## src/design/ddsl_pkg.sv

```systemverilog
// shared constants of the dual converter serial load link
// assumes both ends and the bench import it whole
//
// Contract
// - input buffers off after full word
// - completed word loads selected input register
// - load strobe high holds output registers
// - load strobe low makes output transparent
// - host writes both, then pulses strobe
// - output reloads only after input written
// - power mode from bits 13 and 12
// - mode codes select termination or normal
// - power-down swaps amplifier for 1k or 100k termination, or leaves output open in hi-Z mode
// - power-down keeps register contents
// - wake-up latency before output valid
// - data sampled on falling serial clock
// - frame select held across whole word
// - host sends most significant bit first
// - host makes clock, low frame, 16 bits
// - bit 15 channel, bit 14 reference buffer
// - sixteen falling edges, then ignore clocks
// - early frame end abandons the word
// - reset clears registers, normal, unbuffered
package ddsl_pkg;
  localparam int WORD_BITS = 16;
  localparam int CODE_W = 12;
  localparam logic [3:0] LAST_BIT = 4'hF;
  localparam int CH_BIT = 15;
  localparam int BUF_BIT = 14;
  localparam int PM_HI_BIT = 13;
  localparam int PM_LO_BIT = 12;
  localparam int CODE_MSB = 11;
  localparam logic [CODE_W-1:0] CODE_RST = 12'h000;
  // power mode field
  typedef enum logic [1:0] {
    PM_NORMAL = 2'b00,
    PM_PD_1K = 2'b01,
    PM_PD_100K = 2'b10,
    PM_PD_HIZ = 2'b11
  } ddsl_pmode_t;
  // timing
  localparam int SYS_PERIOD_NS = 20;
  localparam int WAKE_TIME_NS = 2500;
  localparam logic [7:0] WAKE_CYC = 8'((WAKE_TIME_NS + SYS_PERIOD_NS - 1) / SYS_PERIOD_NS);
  localparam logic [3:0] SCLK_HALF_CYC = 4'h4;
  localparam logic [3:0] LOAD_PULSE_CYC = 4'h8;
  // host register map over the bus
  localparam logic [3:0] WORD_OFF = 4'h0;
  localparam logic [3:0] LOAD_OFF = 4'h4;
  localparam logic [3:0] STAT_OFF = 4'h8;
  localparam logic [1:0] RESP_OKAY = 2'b00;
  localparam logic [1:0] RESP_SLVERR = 2'b10;
endpackage : ddsl_pkg

```

## src/design/ddsl_if.sv

```systemverilog
// three-wire link plus load strobe between host and converter
// assumes host drives every wire; device only listens
`timescale 1ns/10ps
`default_nettype none
interface ddsl_if;
  logic sclk;
  logic din;
  logic sync_n;
  logic output_load_strobe_n;
  modport host (output sclk, output din, output sync_n, output output_load_strobe_n);
  modport device (input sclk, input din, input sync_n, input output_load_strobe_n);
endinterface : ddsl_if
`default_nettype wire

```

## src/design/ddsl_host.sv

```systemverilog
// host end: AXI4-Lite registers driving the serial link and load strobe
// assumes bus master on SYS_CLK_IN; device samples the link asynchronously
`timescale 1ns/10ps
`default_nettype none
module ddsl_host
  import ddsl_pkg::*;
(
  input wire logic SYS_CLK_IN,
  input wire logic RST_IN,
  ddsl_if.host LINK,
  input wire logic [3:0] AWADDR_IN,
  input wire logic AWVALID_IN,
  output logic AWREADY_OUT,
  input wire logic [31:0] WDATA_IN,
  input wire logic [3:0] WSTRB_IN,
  input wire logic WVALID_IN,
  output logic WREADY_OUT,
  output logic [1:0] BRESP_OUT,
  output logic BVALID_OUT,
  input wire logic BREADY_IN,
  input wire logic [3:0] ARADDR_IN,
  input wire logic ARVALID_IN,
  output logic ARREADY_OUT,
  output logic [31:0] RDATA_OUT,
  output logic [1:0] RRESP_OUT,
  output logic RVALID_OUT,
  input wire logic RREADY_IN
);
  typedef enum logic [2:0] {
    ST_IDLE = 3'b000,
    ST_LEAD = 3'b001,
    ST_HIGH = 3'b010,
    ST_LOW = 3'b011,
    ST_TAIL = 3'b100,
    ST_GAP = 3'b101
  } ddsl_hstate_t;

  logic awready_q, wready_q, bvalid_q, arready_q, rvalid_q;
  logic aw_held_q, w_held_q;
  logic [3:0] awaddr_q;
  logic [31:0] wdata_q;
  logic [3:0] wstrb_q;
  logic [1:0] bresp_q, rresp_q;
  logic [31:0] rdata_q;
  logic [WORD_BITS-1:0] word_q, tx_q;
  ddsl_hstate_t st_q;
  logic [3:0] div_q, bit_q, load_cnt_q;
  logic sclk_q, din_q, sync_n_q, load_n_q;

  // write/read decode
  wire wr_fire = aw_held_q & w_held_q & ~bvalid_q;
  wire wr_known = (awaddr_q == WORD_OFF) | (awaddr_q == LOAD_OFF) | (awaddr_q == STAT_OFF);
  wire busy = (st_q != ST_IDLE);
  wire go = wr_fire & (awaddr_q == WORD_OFF) & wstrb_q[0] & wstrb_q[1] & ~busy;
  wire load_go = wr_fire & (awaddr_q == LOAD_OFF) & wstrb_q[0] & wdata_q[0] & load_n_q;
  wire [31:0] status = {30'h0, ~load_n_q, busy};
  wire rd_known = (ARADDR_IN == WORD_OFF) | (ARADDR_IN == LOAD_OFF) | (ARADDR_IN == STAT_OFF);
  wire [31:0] rd_mux = (ARADDR_IN == WORD_OFF) ? {16'h0, word_q} :
                       (ARADDR_IN == STAT_OFF) ? status : 32'h0;
  wire tick = (div_q == SCLK_HALF_CYC - 4'h1);

  // write channels taken in either order, response after both
  always_ff @(posedge SYS_CLK_IN or posedge RST_IN)
  begin
    if (RST_IN)
    begin
      awready_q <= 1'b1;
      wready_q <= 1'b1;
      aw_held_q <= 1'b0;
      w_held_q <= 1'b0;
      awaddr_q <= 4'h0;
      wdata_q <= 32'h0;
      wstrb_q <= 4'h0;
      bvalid_q <= 1'b0;
      bresp_q <= RESP_OKAY;
    end
    else
    begin
      if (AWVALID_IN & awready_q)
      begin
        aw_held_q <= 1'b1;
        awaddr_q <= AWADDR_IN;
        awready_q <= 1'b0;
      end
      if (WVALID_IN & wready_q)
      begin
        w_held_q <= 1'b1;
        wdata_q <= WDATA_IN;
        wstrb_q <= WSTRB_IN;
        wready_q <= 1'b0;
      end
      if (wr_fire)
      begin
        bvalid_q <= 1'b1;
        bresp_q <= wr_known ? RESP_OKAY : RESP_SLVERR;
        aw_held_q <= 1'b0;
        w_held_q <= 1'b0;
      end
      if (bvalid_q & BREADY_IN)
      begin
        bvalid_q <= 1'b0;
        awready_q <= 1'b1;
        wready_q <= 1'b1;
      end
    end
  end

  // read channel: answer one cycle after address taken
  always_ff @(posedge SYS_CLK_IN or posedge RST_IN)
  begin
    if (RST_IN)
    begin
      arready_q <= 1'b1;
      rvalid_q <= 1'b0;
      rdata_q <= 32'h0;
      rresp_q <= RESP_OKAY;
    end
    else if (ARVALID_IN & arready_q)
    begin
      arready_q <= 1'b0;
      rvalid_q <= 1'b1;
      rdata_q <= rd_mux;
      rresp_q <= rd_known ? RESP_OKAY : RESP_SLVERR;
    end
    else if (rvalid_q & RREADY_IN)
    begin
      rvalid_q <= 1'b0;
      arready_q <= 1'b1;
    end
  end

  // serial engine: own clock, low frame, one 16-bit word per frame
  always_ff @(posedge SYS_CLK_IN or posedge RST_IN)
  begin
    if (RST_IN)
    begin
      st_q <= ST_IDLE;
      div_q <= 4'h0;
      bit_q <= 4'h0;
      word_q <= 16'h0000;
      tx_q <= 16'h0000;
      sclk_q <= 1'b0;
      din_q <= 1'b0;
      sync_n_q <= 1'b1;
    end
    else
    begin
      div_q <= (st_q == ST_IDLE || tick) ? 4'h0 : div_q + 4'h1;
      unique case (st_q)
        ST_IDLE:
        begin
          if (go)
          begin
            word_q <= wdata_q[WORD_BITS-1:0];
            tx_q <= wdata_q[WORD_BITS-1:0];
            sync_n_q <= 1'b0;
            bit_q <= 4'h0;
            st_q <= ST_LEAD;
          end
        end
        ST_LEAD, ST_LOW:
        begin
          if (tick)
          begin
            sclk_q <= 1'b1; // data changes on rise, clock idles low
            din_q <= tx_q[WORD_BITS-1]; // msb first
            tx_q <= {tx_q[WORD_BITS-2:0], 1'b0};
            st_q <= ST_HIGH;
          end
        end
        ST_HIGH:
        begin
          if (tick)
          begin
            sclk_q <= 1'b0; // device samples here
            bit_q <= bit_q + 4'h1;
            st_q <= (bit_q == LAST_BIT) ? ST_TAIL : ST_LOW; // frame low over all bits
          end
        end
        ST_TAIL:
        begin
          if (tick)
          begin
            sync_n_q <= 1'b1;
            st_q <= ST_GAP;
          end
        end
        ST_GAP:
        begin
          if (tick)
          begin
            st_q <= ST_IDLE;
          end
        end
        default:
        begin
          st_q <= ST_IDLE;
        end
      endcase
    end
  end

  // load strobe pulse after software has written both channels
  always_ff @(posedge SYS_CLK_IN or posedge RST_IN)
  begin
    if (RST_IN)
    begin
      load_n_q <= 1'b1;
      load_cnt_q <= 4'h0;
    end
    else if (load_go)
    begin
      load_n_q <= 1'b0;
      load_cnt_q <= LOAD_PULSE_CYC - 4'h1;
    end
    else if (!load_n_q)
    begin
      if (load_cnt_q == 4'h0)
      begin
        load_n_q <= 1'b1;
      end
      else
      begin
        load_cnt_q <= load_cnt_q - 4'h1;
      end
    end
  end

  assign AWREADY_OUT = awready_q;
  assign WREADY_OUT = wready_q;
  assign BVALID_OUT = bvalid_q;
  assign BRESP_OUT = bresp_q;
  assign ARREADY_OUT = arready_q;
  assign RVALID_OUT = rvalid_q;
  assign RDATA_OUT = rdata_q;
  assign RRESP_OUT = rresp_q;
  assign LINK.sclk = sclk_q;
  assign LINK.din = din_q;
  assign LINK.sync_n = sync_n_q;
  assign LINK.output_load_strobe_n = load_n_q;
endmodule : ddsl_host
`default_nettype wire

```

## src/flat_wrapper.sv

```systemverilog
// flat-port wrapper written by rule: the top's interface ports become plain ports
module ddsl_host_flat import ddsl_pkg::*;
  (SYS_CLK_IN, RST_IN, AWADDR_IN, AWVALID_IN, AWREADY_OUT, WDATA_IN, WSTRB_IN, WVALID_IN, WREADY_OUT, BRESP_OUT, BVALID_OUT, BREADY_IN, ARADDR_IN, ARVALID_IN, ARREADY_OUT, RDATA_OUT, RRESP_OUT, RVALID_OUT, RREADY_IN, LINK_sclk, LINK_din, LINK_sync_n, LINK_output_load_strobe_n);
  ddsl_if LINK_i ();
  input wire logic SYS_CLK_IN;
  input wire logic RST_IN;
  input wire logic [3:0] AWADDR_IN;
  input wire logic AWVALID_IN;
  output logic AWREADY_OUT;
  input wire logic [31:0] WDATA_IN;
  input wire logic [3:0] WSTRB_IN;
  input wire logic WVALID_IN;
  output logic WREADY_OUT;
  output logic [1:0] BRESP_OUT;
  output logic BVALID_OUT;
  input wire logic BREADY_IN;
  input wire logic [3:0] ARADDR_IN;
  input wire logic ARVALID_IN;
  output logic ARREADY_OUT;
  output logic [31:0] RDATA_OUT;
  output logic [1:0] RRESP_OUT;
  output logic RVALID_OUT;
  input wire logic RREADY_IN;
  output wire logic [$bits(LINK_i.sclk)-1:0] LINK_sclk;
  output wire logic [$bits(LINK_i.din)-1:0] LINK_din;
  output wire logic [$bits(LINK_i.sync_n)-1:0] LINK_sync_n;
  output wire logic [$bits(LINK_i.output_load_strobe_n)-1:0] LINK_output_load_strobe_n;
  assign LINK_sclk = LINK_i.sclk;
  assign LINK_din = LINK_i.din;
  assign LINK_sync_n = LINK_i.sync_n;
  assign LINK_output_load_strobe_n = LINK_i.output_load_strobe_n;
  ddsl_host u_core (.SYS_CLK_IN(SYS_CLK_IN), .RST_IN(RST_IN), .LINK(LINK_i), .AWADDR_IN(AWADDR_IN), .AWVALID_IN(AWVALID_IN), .AWREADY_OUT(AWREADY_OUT), .WDATA_IN(WDATA_IN), .WSTRB_IN(WSTRB_IN), .WVALID_IN(WVALID_IN), .WREADY_OUT(WREADY_OUT), .BRESP_OUT(BRESP_OUT), .BVALID_OUT(BVALID_OUT), .BREADY_IN(BREADY_IN), .ARADDR_IN(ARADDR_IN), .ARVALID_IN(ARVALID_IN), .ARREADY_OUT(ARREADY_OUT), .RDATA_OUT(RDATA_OUT), .RRESP_OUT(RRESP_OUT), .RVALID_OUT(RVALID_OUT), .RREADY_IN(RREADY_IN));
endmodule
```

## config.mk

```make
export PLATFORM = sky130hd
export DESIGN_NAME = ddsl_host_flat
export DESIGN_NICKNAME = d
export VERILOG_FILES = /design/src/design/ddsl_pkg.sv /design/src/design/ddsl_if.sv /design/src/design/ddsl_host.sv /design/src/flat_wrapper.sv
export SDC_FILE = /design/constraint.sdc
export NUM_CORES = 1
export LEC_CHECK = 0
export ABC_CLOCK_PERIOD_IN_PS = 4090
export BUFFER_PORTS_ARGS = -buffer_cell sky130_fd_sc_hd__buf_2
export CORE_ASPECT_RATIO = 2
export CORE_MARGIN = 2
export CORE_UTILIZATION = 38
export CTS_CLUSTER_SIZE = 10
export DETAILED_ROUTE_END_ITERATION = 12
export GPL_TIMING_DRIVEN = 0
export RECOVER_POWER = 25
export SKIP_LAST_GASP = 1
export SYNTH_ARGS = -nofsm -noshare
export SYNTH_HDL_FRONTEND = slang
export SYNTH_SLANG_ARGS = --single-unit
```

## constraint.sdc

```tcl
create_clock -name SYS_CLK_IN -period 4.09 [get_ports SYS_CLK_IN]
set_clock_uncertainty 0.05 [all_clocks]
set_input_delay 0.409 -clock SYS_CLK_IN [delete_from_list [all_inputs] [get_ports SYS_CLK_IN]]
set_output_delay 0.409 -clock SYS_CLK_IN [all_outputs]
set_load 0.1 [all_outputs]
```

======== After elaboration in Yosys (flattened, before gate mapping) ========
Index checks and enable logic that the tools add are counted.
operators by class
  add/subtract/negate cells ............... 3
  equal/unequal tests ..................... 18
  muxes and demuxes ....................... 43
  bitwise logic cells ..................... 22
  reduce and logical (&&, ||, !) cells .... 25
operators with widths
  operator             number
  $mux 16              2
  $mux 32              1
  $pmux 16 s2          1
  $mux 4               6
  $mux 1               20
  $reduce_bool 2->1    10
  $mux 3               6
  $and 1x1->1          15
  $pmux 3 s5           1
  $eq 4x4->1 const B   3
  $logic_not 4->1      3
  $ne 2x1->1 const B   6
  $reduce_and 3->1     4
  $add 4x1->4 const B  2
  $eq 4x3->1 const B   2
  $pmux 4 s2           1
  $eq 3x2->1 const B   2
  $eq 3x3->1 const B   2
  $mux 2               3
  $reduce_and 2->1     3
  $reduce_and 5->1     1
  $eq 4x2->1 const B   1
  $or 1x1->1           4
  $pmux 1 s2           2
  8 further kinds      10
storage, ports and cells
  register bits after elaboration ......... 116
  output and inout port bits .............. 45
  word-level logic and storage cells ...... 134

======== Logic depth before layout (Yosys ltp) ========
Gate-level depths: netlist of the first run.
  depth after elaboration ................. 8
  mapped depth ............................ 8

======== Worst setup path before layout of the first run ========
Ideal clock, no wire load.
  path type ............................... register -> register
  start point ............................. reg u_core.bvalid_q (netlist: u_core.BVALID_OUT)
  end point ............................... reg u_core.word_q[10]
  setup time .............................. 0.125 ns
  data arrival time ....................... 2.013 ns
  setup slack ............................. 1.902 ns
  stages on the path, launching flop included .. 6
  buffers on the path ..................... 2
  cell sequence ........................... dfrtp_1 -> and3b_1 -> buf_2 -> nand4_4 -> buf_2 -> mux2_2
on the way
  cells in the longest elaborated chain, start to end .. 7
ends and longest elaborated chain
  what                               RTL line          RTL
  from (decl)                        ddsl_host.sv:38   logic awready_q, wready_q, bvalid_q, arready_q, rvalid_q;
  from (signal assigned)             ddsl_host.sv:74   bvalid_q <= 1'b0;
  from (signal assigned)             ddsl_host.sv:94   bvalid_q <= 1'b1;
  from (signal assigned)             ddsl_host.sv:101  bvalid_q <= 1'b0;
  $not 1->1                          ddsl_host.sv:51   wire wr_fire = aw_held_q & w_held_q & ~bvalid_q;
  $and 1x1->1                        ddsl_host.sv:51
  $and 1x1->1 (4 in a row)           ddsl_host.sv:54   wire go = wr_fire & (awaddr_q == WORD_OFF) & wstrb_q[0] & wstrb_q[1] & ~busy;
  $reduce_and 2->1 (no source line)  n/a
  to (signal assigned)               ddsl_host.sv:154  word_q <= wdata_q[WORD_BITS-1:0];
  to (decl)                          ddsl_host.sv:45   logic [WORD_BITS-1:0] word_q, tx_q;
No other way between the ends.
A chain may end at the register's enable or synchronous reset.

======== Worst setup path in the final report of the first run ========
  start point ............................. reg u_core.div_q[0]
  end point ............................... reg u_core.tx_q[4]
on the way
  cells in the longest elaborated chain, start to end .. 3
ends and longest elaborated chain
  what                               RTL line          RTL
  from (decl)                        ddsl_host.sv:47   logic [3:0] div_q, bit_q, load_cnt_q;
  from (signal assigned)             ddsl_host.sv:148  div_q <= (st_q == ST_IDLE || tick) ? 4'h0 : div_q + 4'h1;
  $eq 4x2->1                         ddsl_host.sv:60   wire tick = (div_q == SCLK_HALF_CYC - 4'h1);
  $ne 2x1->1 (no source line)        n/a
  $reduce_and 3->1 (no source line)  n/a
  to (signal assigned)               ddsl_host.sv:155  tx_q <= wdata_q[WORD_BITS-1:0];
  to (signal assigned)               ddsl_host.sv:167  tx_q <= {tx_q[WORD_BITS-2:0], 1'b0};
  to (decl)                          ddsl_host.sv:45
No other way between the ends.

==> summary.txt, run 1 <==
Clocking
  – Clk root buf: clkbuf_16
  – Reg clk slew, reported paths: 0.06 ns
  – Post-CTS setup buffer count: 0
  – Clk Latency, worst-skew pair: around 0.33 ns
  – CTS Buffer Depth: 2
  – CTS tree: yes
  – # H-tree levels: 3
  – Post-CTS resize count: 0
  – Post-cts hold buffer count: 0
  – Sink Count: just under 100
  – TritonCTS buffer count: 9

Power
  – Total power: 3.174 mW
  – Static Leak: 2.522 nW
  – Worst vdd rail ir drop: around 0.34 mV
  – Pwr Density: 621.5 nW/um^2

Synthesis
  – Post-synth ARST share: 100.0%
  – Cell Area, Synth: 4263 um^2
  – Top post-synthesis cells by count: dfrtp_1 (93), mux2_2 (39), nand3_1 (22)
  – Synthesis-stage register bit count: 98
  – Mapped Cells: 344
  – Synth area leaders: dfrtp_1 (55%), mux2_2 (10%), mux2i_1 (3.8%)
  – Sequential fraction of the synthesis area: around 58%
  – Area leader, netlist: dfrtp_1
  – Share of the synthesized area in the top cell type: 54.59%
  – Syn Area/Cell: around 12 um^2
  – Synth cell types: between 40 and 50
  – Syn. warnings: 0
  – Count leader, synth: dfrtp_1
  – Post-synth EDFFs: 0
  – Top_reg_cell synth: dfrtp_1

Drt
  – Drt wl/cell: approximately 15 um
  – Via count: between 2000 and 3000
  – DRT Wirelength: 8716 um
  – Vias per cell: 4.899
  – DR DRC count: 0
  – Iter 0 DRT Violations: 108
  – Total iterations of the first detailed-routing run: 4
  – Post-DRT Antenna Nets: 0

GRT
  – GR Util met1: 17.02%
  – Initial antenna violation count: 0
  – Layer with the highest usage: met2
  – Global-route wire length before repair: 14260 um
  – All-Layer GR Usage: 15.06%
  – Vias in the first global route: roughly 2800
  – Largest net degree at the start of global routing: 52
  – Met2 usage: 27.72%
  – GRT Residual Overflow: 0
  – Grt met3 use: ~3.5%

Critical path
  – Req. time, crit path: 4.30 ns
  – CP arrival: between 2 and 2.5 ns
  – WS Path Type: reg2reg
  – Max incr delay on CP: 0.41 ns
  – Worst Setup End Kind: register
  – Crit path cell chain: ha_1 -> nor3b_1 -> nand2_1 -> and2_1 -> buf_6 -> buf_6 -> o21ai_2
  – Most used cell, CP: buf_6
  – Slowest cell on the critical path: nor3b_1
  – Startpoint Class: register
  – Crit path max-delay family: simple AND/OR/NAND/NOR gates
  – CP Max Fanout: 10
  – CP bufs+invs: 2

Cells and area
  – Final core occ: 46.66%
  – Diodes inserted: 0
  – Filler cell count: between 1000 and 1500
  – Area grow syn2layout: 19.81%
  – Share of post-route cells with drive strength above 1: 36.61%
  – # nets final: 486

Timing
  – Max-slew headroom: -50.99%
  – Actual slew at the worst max-slew pin: approximately 2.3 ns
  – Final hold vios: 0
  – Period utilization: 50.74%
  – Final Critical Period: 2.075 ns
  – Fmax: 481.8 MHz
  – Setup-failing EPs final: 0
  – Fin. max-slew vios: 51
  – Fin Setup TNS: 0 ns
  – RSZ-0062 raised after global routing: no

Worst hold path
  – Hold Path Class: in2reg

Floorplanning
  – Io pins: 96
  – Die height: 153.8 um
  – Die width: between 70 and 80 um
  – CORE AREA: 10950 um^2
  – Initial core utilization: 38.95%
  – Full die area: ~12000 um^2
  – Row cnt: 54

Placement
  – Dpl hpwl: ~6400 um
  – Buffers added on ports: 59
  – Gpl congestion: ~0.75

Job
  – Max cap viols: 1

Status
  – Status: complete, but fails checks
  – Violated checks: max-capacitance violations, max-slew violations
cell usage in the layout, fill, tap and decap left out, types with 15 or more instances in the layout:
master	count
a22o_1	15
buf_2	64
buf_4	20
conb_1	18
dfrtp_1	93
mux2_2	39
mux2i_1	16
nand2_1	18
nand3_1	22
o21ai_0	15
cells by family after synthesis:
logic type	Yosys count	share of synthesized area, %
DFF	98	57.68
and+or+nand+nor	80	10.39
other	1	0.08797
adders and majority gates	3	0.8806
xor gates and xnor gates	5	1.027
muxes	55	14.06
buffers and inverters	42	5.987
AOI/OAI and AO/OA	60	9.891
final timing paths:
path | start | end | slack (ns) | depth (start not counted)
max in group asynchronous | RST_IN | u_core.wdata_q[4]$_DFFE_PP0P_ | 2.33 | 2
min in group asynchronous | RST_IN | u_core.RVALID_OUT$_DFFE_PP0P_ | 0.62 | 2
min | ARVALID_IN | u_core.ARREADY_OUT$_DFFE_PP1P_ | 0.18 | 2
max | u_core.div_q[0]$_DFF_PP0_ | u_core.tx_q[4]$_DFFE_PP0P_ | 2.01 | 7
max reg2reg | u_core.div_q[0]$_DFF_PP0_ | u_core.tx_q[4]$_DFFE_PP0P_ | 2.01 | 7
min reg2reg | u_core.div_q[0]$_DFF_PP0_ | u_core.div_q[0]$_DFF_PP0_ | 0.42 | 1
through the flow:
stage	hold WS [ns]	instances	cell area (um^2)	worst slack [ns]
global route	0.1656	577	5107	1.832
floorplan	0.3797	361	4327	1.077
global placement	0.3965	560	4797	0.01586
finish	0.1822	577	5107	2.015
CTS	0.1354	577	5109	1.990
detailed placement	0.4142	561	4827	2.012
layout make-up:
type | instances | area, um^2 | share of cell area [%]
plain buffers | 34 | 225.2 | 4.410
inverters | 8 | 31.28 | 0.6124
clock inverters | 5 | 38.79 | 0.7594
well taps | 140 | 175.2 | 3.430
multi-input cells | 221 | 1613 | 31.58
clock buffers | 11 | 242.7 | 4.753
flip-flops and latches | 98 | 2459 | 48.14
repair buffers | 60 | 322.8 | 6.320
metal layers:
layer  wire (um)  vias up
li1            -     1353
met1        3378     1417
met2        4951       52
met3         299        5
met4          87        0
met5           0        -
where the power goes:
| group | total, mW | internal, mW | switching [mW] |
|---|---|---|---|
| sequential | 1.46 | 1.25 | 0.215 |
| combinational | 0.924 | 0.348 | 0.575 |
| clock | 0.786 | 0.432 | 0.354 |
| total | 3.17 | 2.03 | 1.14 |
sequential cells by signal, indices dropped and copies added, names as in the netlist, 2 cells and up:
name and count:
u_core.RDATA_OUT 16, u_core.awaddr_q 4, u_core.bit_q 4, u_core.div_q 4, u_core.load_cnt_q 4, u_core.st_q 3
u_core.tx_q 16, u_core.wdata_q 16, u_core.word_q 16, u_core.wstrb_q 2
Power figures use the tool's default switching activity.
==> run 2, diff against run 1 <==
--- a/config.mk
+++ b/config.mk
@@ -5,7 +5,7 @@
 export SDC_FILE = /design/constraint.sdc
 export NUM_CORES = 1
 export LEC_CHECK = 0
-export ABC_CLOCK_PERIOD_IN_PS = 4090
+export ABC_CLOCK_PERIOD_IN_PS = 2000
 export BUFFER_PORTS_ARGS = -buffer_cell sky130_fd_sc_hd__buf_2
 export CORE_ASPECT_RATIO = 2
 export CORE_MARGIN = 2
==> constraint.sdc (replaced) <==
create_clock -name SYS_CLK_IN -period 2 [get_ports SYS_CLK_IN]
set_clock_uncertainty 0.05 [all_clocks]
set_input_delay 0.2 -clock SYS_CLK_IN [delete_from_list [all_inputs] [get_ports SYS_CLK_IN]]
set_output_delay 0.2 -clock SYS_CLK_IN [all_outputs]
set_load 0.1 [all_outputs]
==> summary.txt, run 2 (synthesis gave the netlist of run 1 again) <==
Status
  – Status: complete, no violations (was complete, but fails checks)

Timing
  – RSZ-0062 raised after global routing: no (unchanged)
  – Final hold vios: 0 (unchanged)
  – Fin. max-slew vios: 0 (was 51)
  – Period utilization: 92.56% (was 50.74%)
  – Fin Setup TNS: 0 ns (unchanged)
  – WHS: 0.01094 ns (was 0.1822 ns)
  – Setup-failing EPs final: 0 (unchanged)
  – Final Critical Period: 1.851 ns (was 2.075 ns)
  – Fmax: 540.2 MHz (was 481.8 MHz)
  – Actual slew at the worst max-slew pin: 1.387 ns (was 2.252 ns)
  – Max-slew headroom: 7.002% (was -50.99%)

Drt
  – Via count: 2841 (was 2827)
  – Post-DRT Antenna Nets: 0 (unchanged)
  – DR DRC count: 0 (unchanged)
  – Drt wl/cell: 14.95 um (was 15.11 um)
  – Iter 0 DRT Violations: 177 (was 108)
  – DRT Wirelength: 8698 um (was 8716 um)
  – Vias per cell: 4.881 (was 4.899)
  – Total iterations of the first detailed-routing run: 4 (unchanged)

Floorplanning
  – Die width: 78.90 um (unchanged)
  – Initial core utilization: 38.95% (unchanged)
  – CORE AREA: 10950 um^2 (unchanged)
  – Io pins: 96 (unchanged)
  – Full die area: 12130 um^2 (unchanged)
  – Die height: 153.8 um (unchanged)
  – Row cnt: 54 (unchanged)

Critical path
  – WS Path Type: reg2reg (unchanged)
  – CP Max Fanout: 10 (unchanged)
  – Startpoint Class: register (unchanged)
  – Req. time, crit path: 2.22 ns (was 4.30 ns)
  – Worst Setup End Kind: register (unchanged)
  – CP arrival: 2.07 ns (was 2.28 ns)

GRT
  – Vias in the first global route: 2902 (was 2824)
  – Global-route wire length before repair: 14360 um (was 14260 um)
  – All-Layer GR Usage: 15.27% (was 15.06%)
  – GRT Residual Overflow: 0 (unchanged)
  – Initial antenna violation count: 0 (unchanged)
  – Largest net degree at the start of global routing: 38 (was 52)

Clocking
  – TritonCTS buffer count: 9 (unchanged)
  – Clk Latency, worst-skew pair: 0.34 ns (was 0.33 ns)
  – CTS Buffer Depth: 2 (unchanged)
  – Reg clk slew, reported paths: 0.07 ns (was 0.06 ns)
  – # H-tree levels: 3 (unchanged)
  – Sink Count: 98 (unchanged)
  – CTS tree: yes (unchanged)
  – Clk root buf: clkbuf_16 (unchanged)
  – Post-CTS setup buffer count: 0 (unchanged)

Cells and area
  – Fin cells: 582 (was 577)
  – Most common cell after layout, fill and taps aside: dfrtp_1 (unchanged)
  – Diodes inserted: 0 (unchanged)
  – Commonest cells after routing, fill and taps aside: dfrtp_1 (92), buf_2 (64), mux2_2 (39) (was dfrtp_1 (93), buf_2 (64), mux2_2 (39))
  – Filler cell count: 1039 (was 1061)
  – Share of post-route cells with drive strength above 1: 37.33% (was 36.61%)
  – # nets final: 491 (was 486)
  – Area grow syn2layout: 21.57% (was 19.81%)

Power
  – Total power: 6.535 mW (was 3.174 mW)
  – Static Leak: 2.556 nW (was 2.522 nW)
  – Worst vdd rail ir drop: 0.6907 mV (was 0.3400 mV)
  – Pwr Density: 1261 nW/um^2 (was 621.5 nW/um^2)

Placement
  – Dpl hpwl: 6468 um (was 6442 um)
  – Placed Cells: 562 (was 561)
  – Buffers added on ports: 59 (unchanged)
  – Gpl congestion: 0.7270 (was 0.7462)

Worst hold path
  – Hold Path Class: in2reg (unchanged)

Job
  – Max cap viols: 0 (was 1)
-- run 2: cell count changes in the layout (fill, tap and decap cells not counted), sizes merged --
| cell | delta |
|---|---|
| clkbuf | -2 |
| clkinv | +1 |
| inv | +1 |
| dlygate4sd3 | +4 |
| buf | +1 |
-- run 2: final timing paths --
check / slack [ns] / from / cells after the start / end
setup / recovery: 0.15 / u_core.awaddr_q[0]$_DFFE_PP0P_ / 6 / u_core.tx_q[4]$_DFFE_PP0P_
hold / removal: 0.01 / RREADY_IN / 2 / u_core.RVALID_OUT$_DFFE_PP0P_
setup reg to reg: 0.15 / u_core.awaddr_q[0]$_DFFE_PP0P_ / 6 / u_core.tx_q[4]$_DFFE_PP0P_
hold reg to reg: 0.43 / u_core.RDATA_OUT[1]$_DFFE_PP0P_ / 2 / u_core.RDATA_OUT[1]$_DFFE_PP0P_
max in group asynchronous: 0.42 / RST_IN / 4 / u_core.LINK.output_load_strobe_n$_DFF_PP1_
min in group asynchronous: 0.66 / RST_IN / 3 / u_core.wdata_q[13]$_DFFE_PP0P_
-- run 2: report_power, final --
group	switching (mW)	total (mW)	internal [mW]
combinational	1.18	1.90	0.723
clock	0.779	1.64	0.864
sequential	0.436	2.99	2.56
total	2.39	6.53	4.14
-- run 2: final cells by class --
cell class                 instances  area [um^2]  area share, %
sequential                        98         2460          47.47
tap                              140        175.2          3.380
clock buffer                       9        225.2          4.346
timing repair buffer              65        375.4          7.243
inverter                           8        31.28         0.6036
multi-input combinational        221         1627          31.39
clock inverter                     7        63.81          1.231
buffer                            34        225.2          4.346
-- run 2: repair_timing --
| item | CTS | global route |
|---|---|---|
| resized for setup | 1 | 2 |
| hold endpoints to repair | 30 | 0 |
| endpoints found under the setup margin | 11 | 7 |
| hold buffers | 4 | 0 |
-- run 2: metal layers --
metal / up-vias / GRT usage [%] / share of wire (%)
met2: 57 / 28.37 / 56
met4: 0 / 6.897 / 2.1
li1: 1368 / - / -
met5: - / 0 / 0
met1: 1405 / 16.91 / 39
met3: 11 / 1.937 / 3.4
-- run 2: worst max-delay path: stages (launching register included) --
cell and delay (ns):
dfrtp_1 0.42, nor4b_4 0.43, nand4_4 0.25, and2_1 0.21, buf_6 0.13, buf_6 0.15
o21ai_2 0.14
-- run 2: stage by stage --
step	setup WS, ns	instance area [um^2]	util, %
detailed placement	-0.09545	4842	44.24
floorplan	0.06531	4332	-
global placement	-0.1652	4802	43.87
global route	0.01966	5182	47.35
CTS	0.03455	5176	47.29
finish	0.1487	5182	47.35
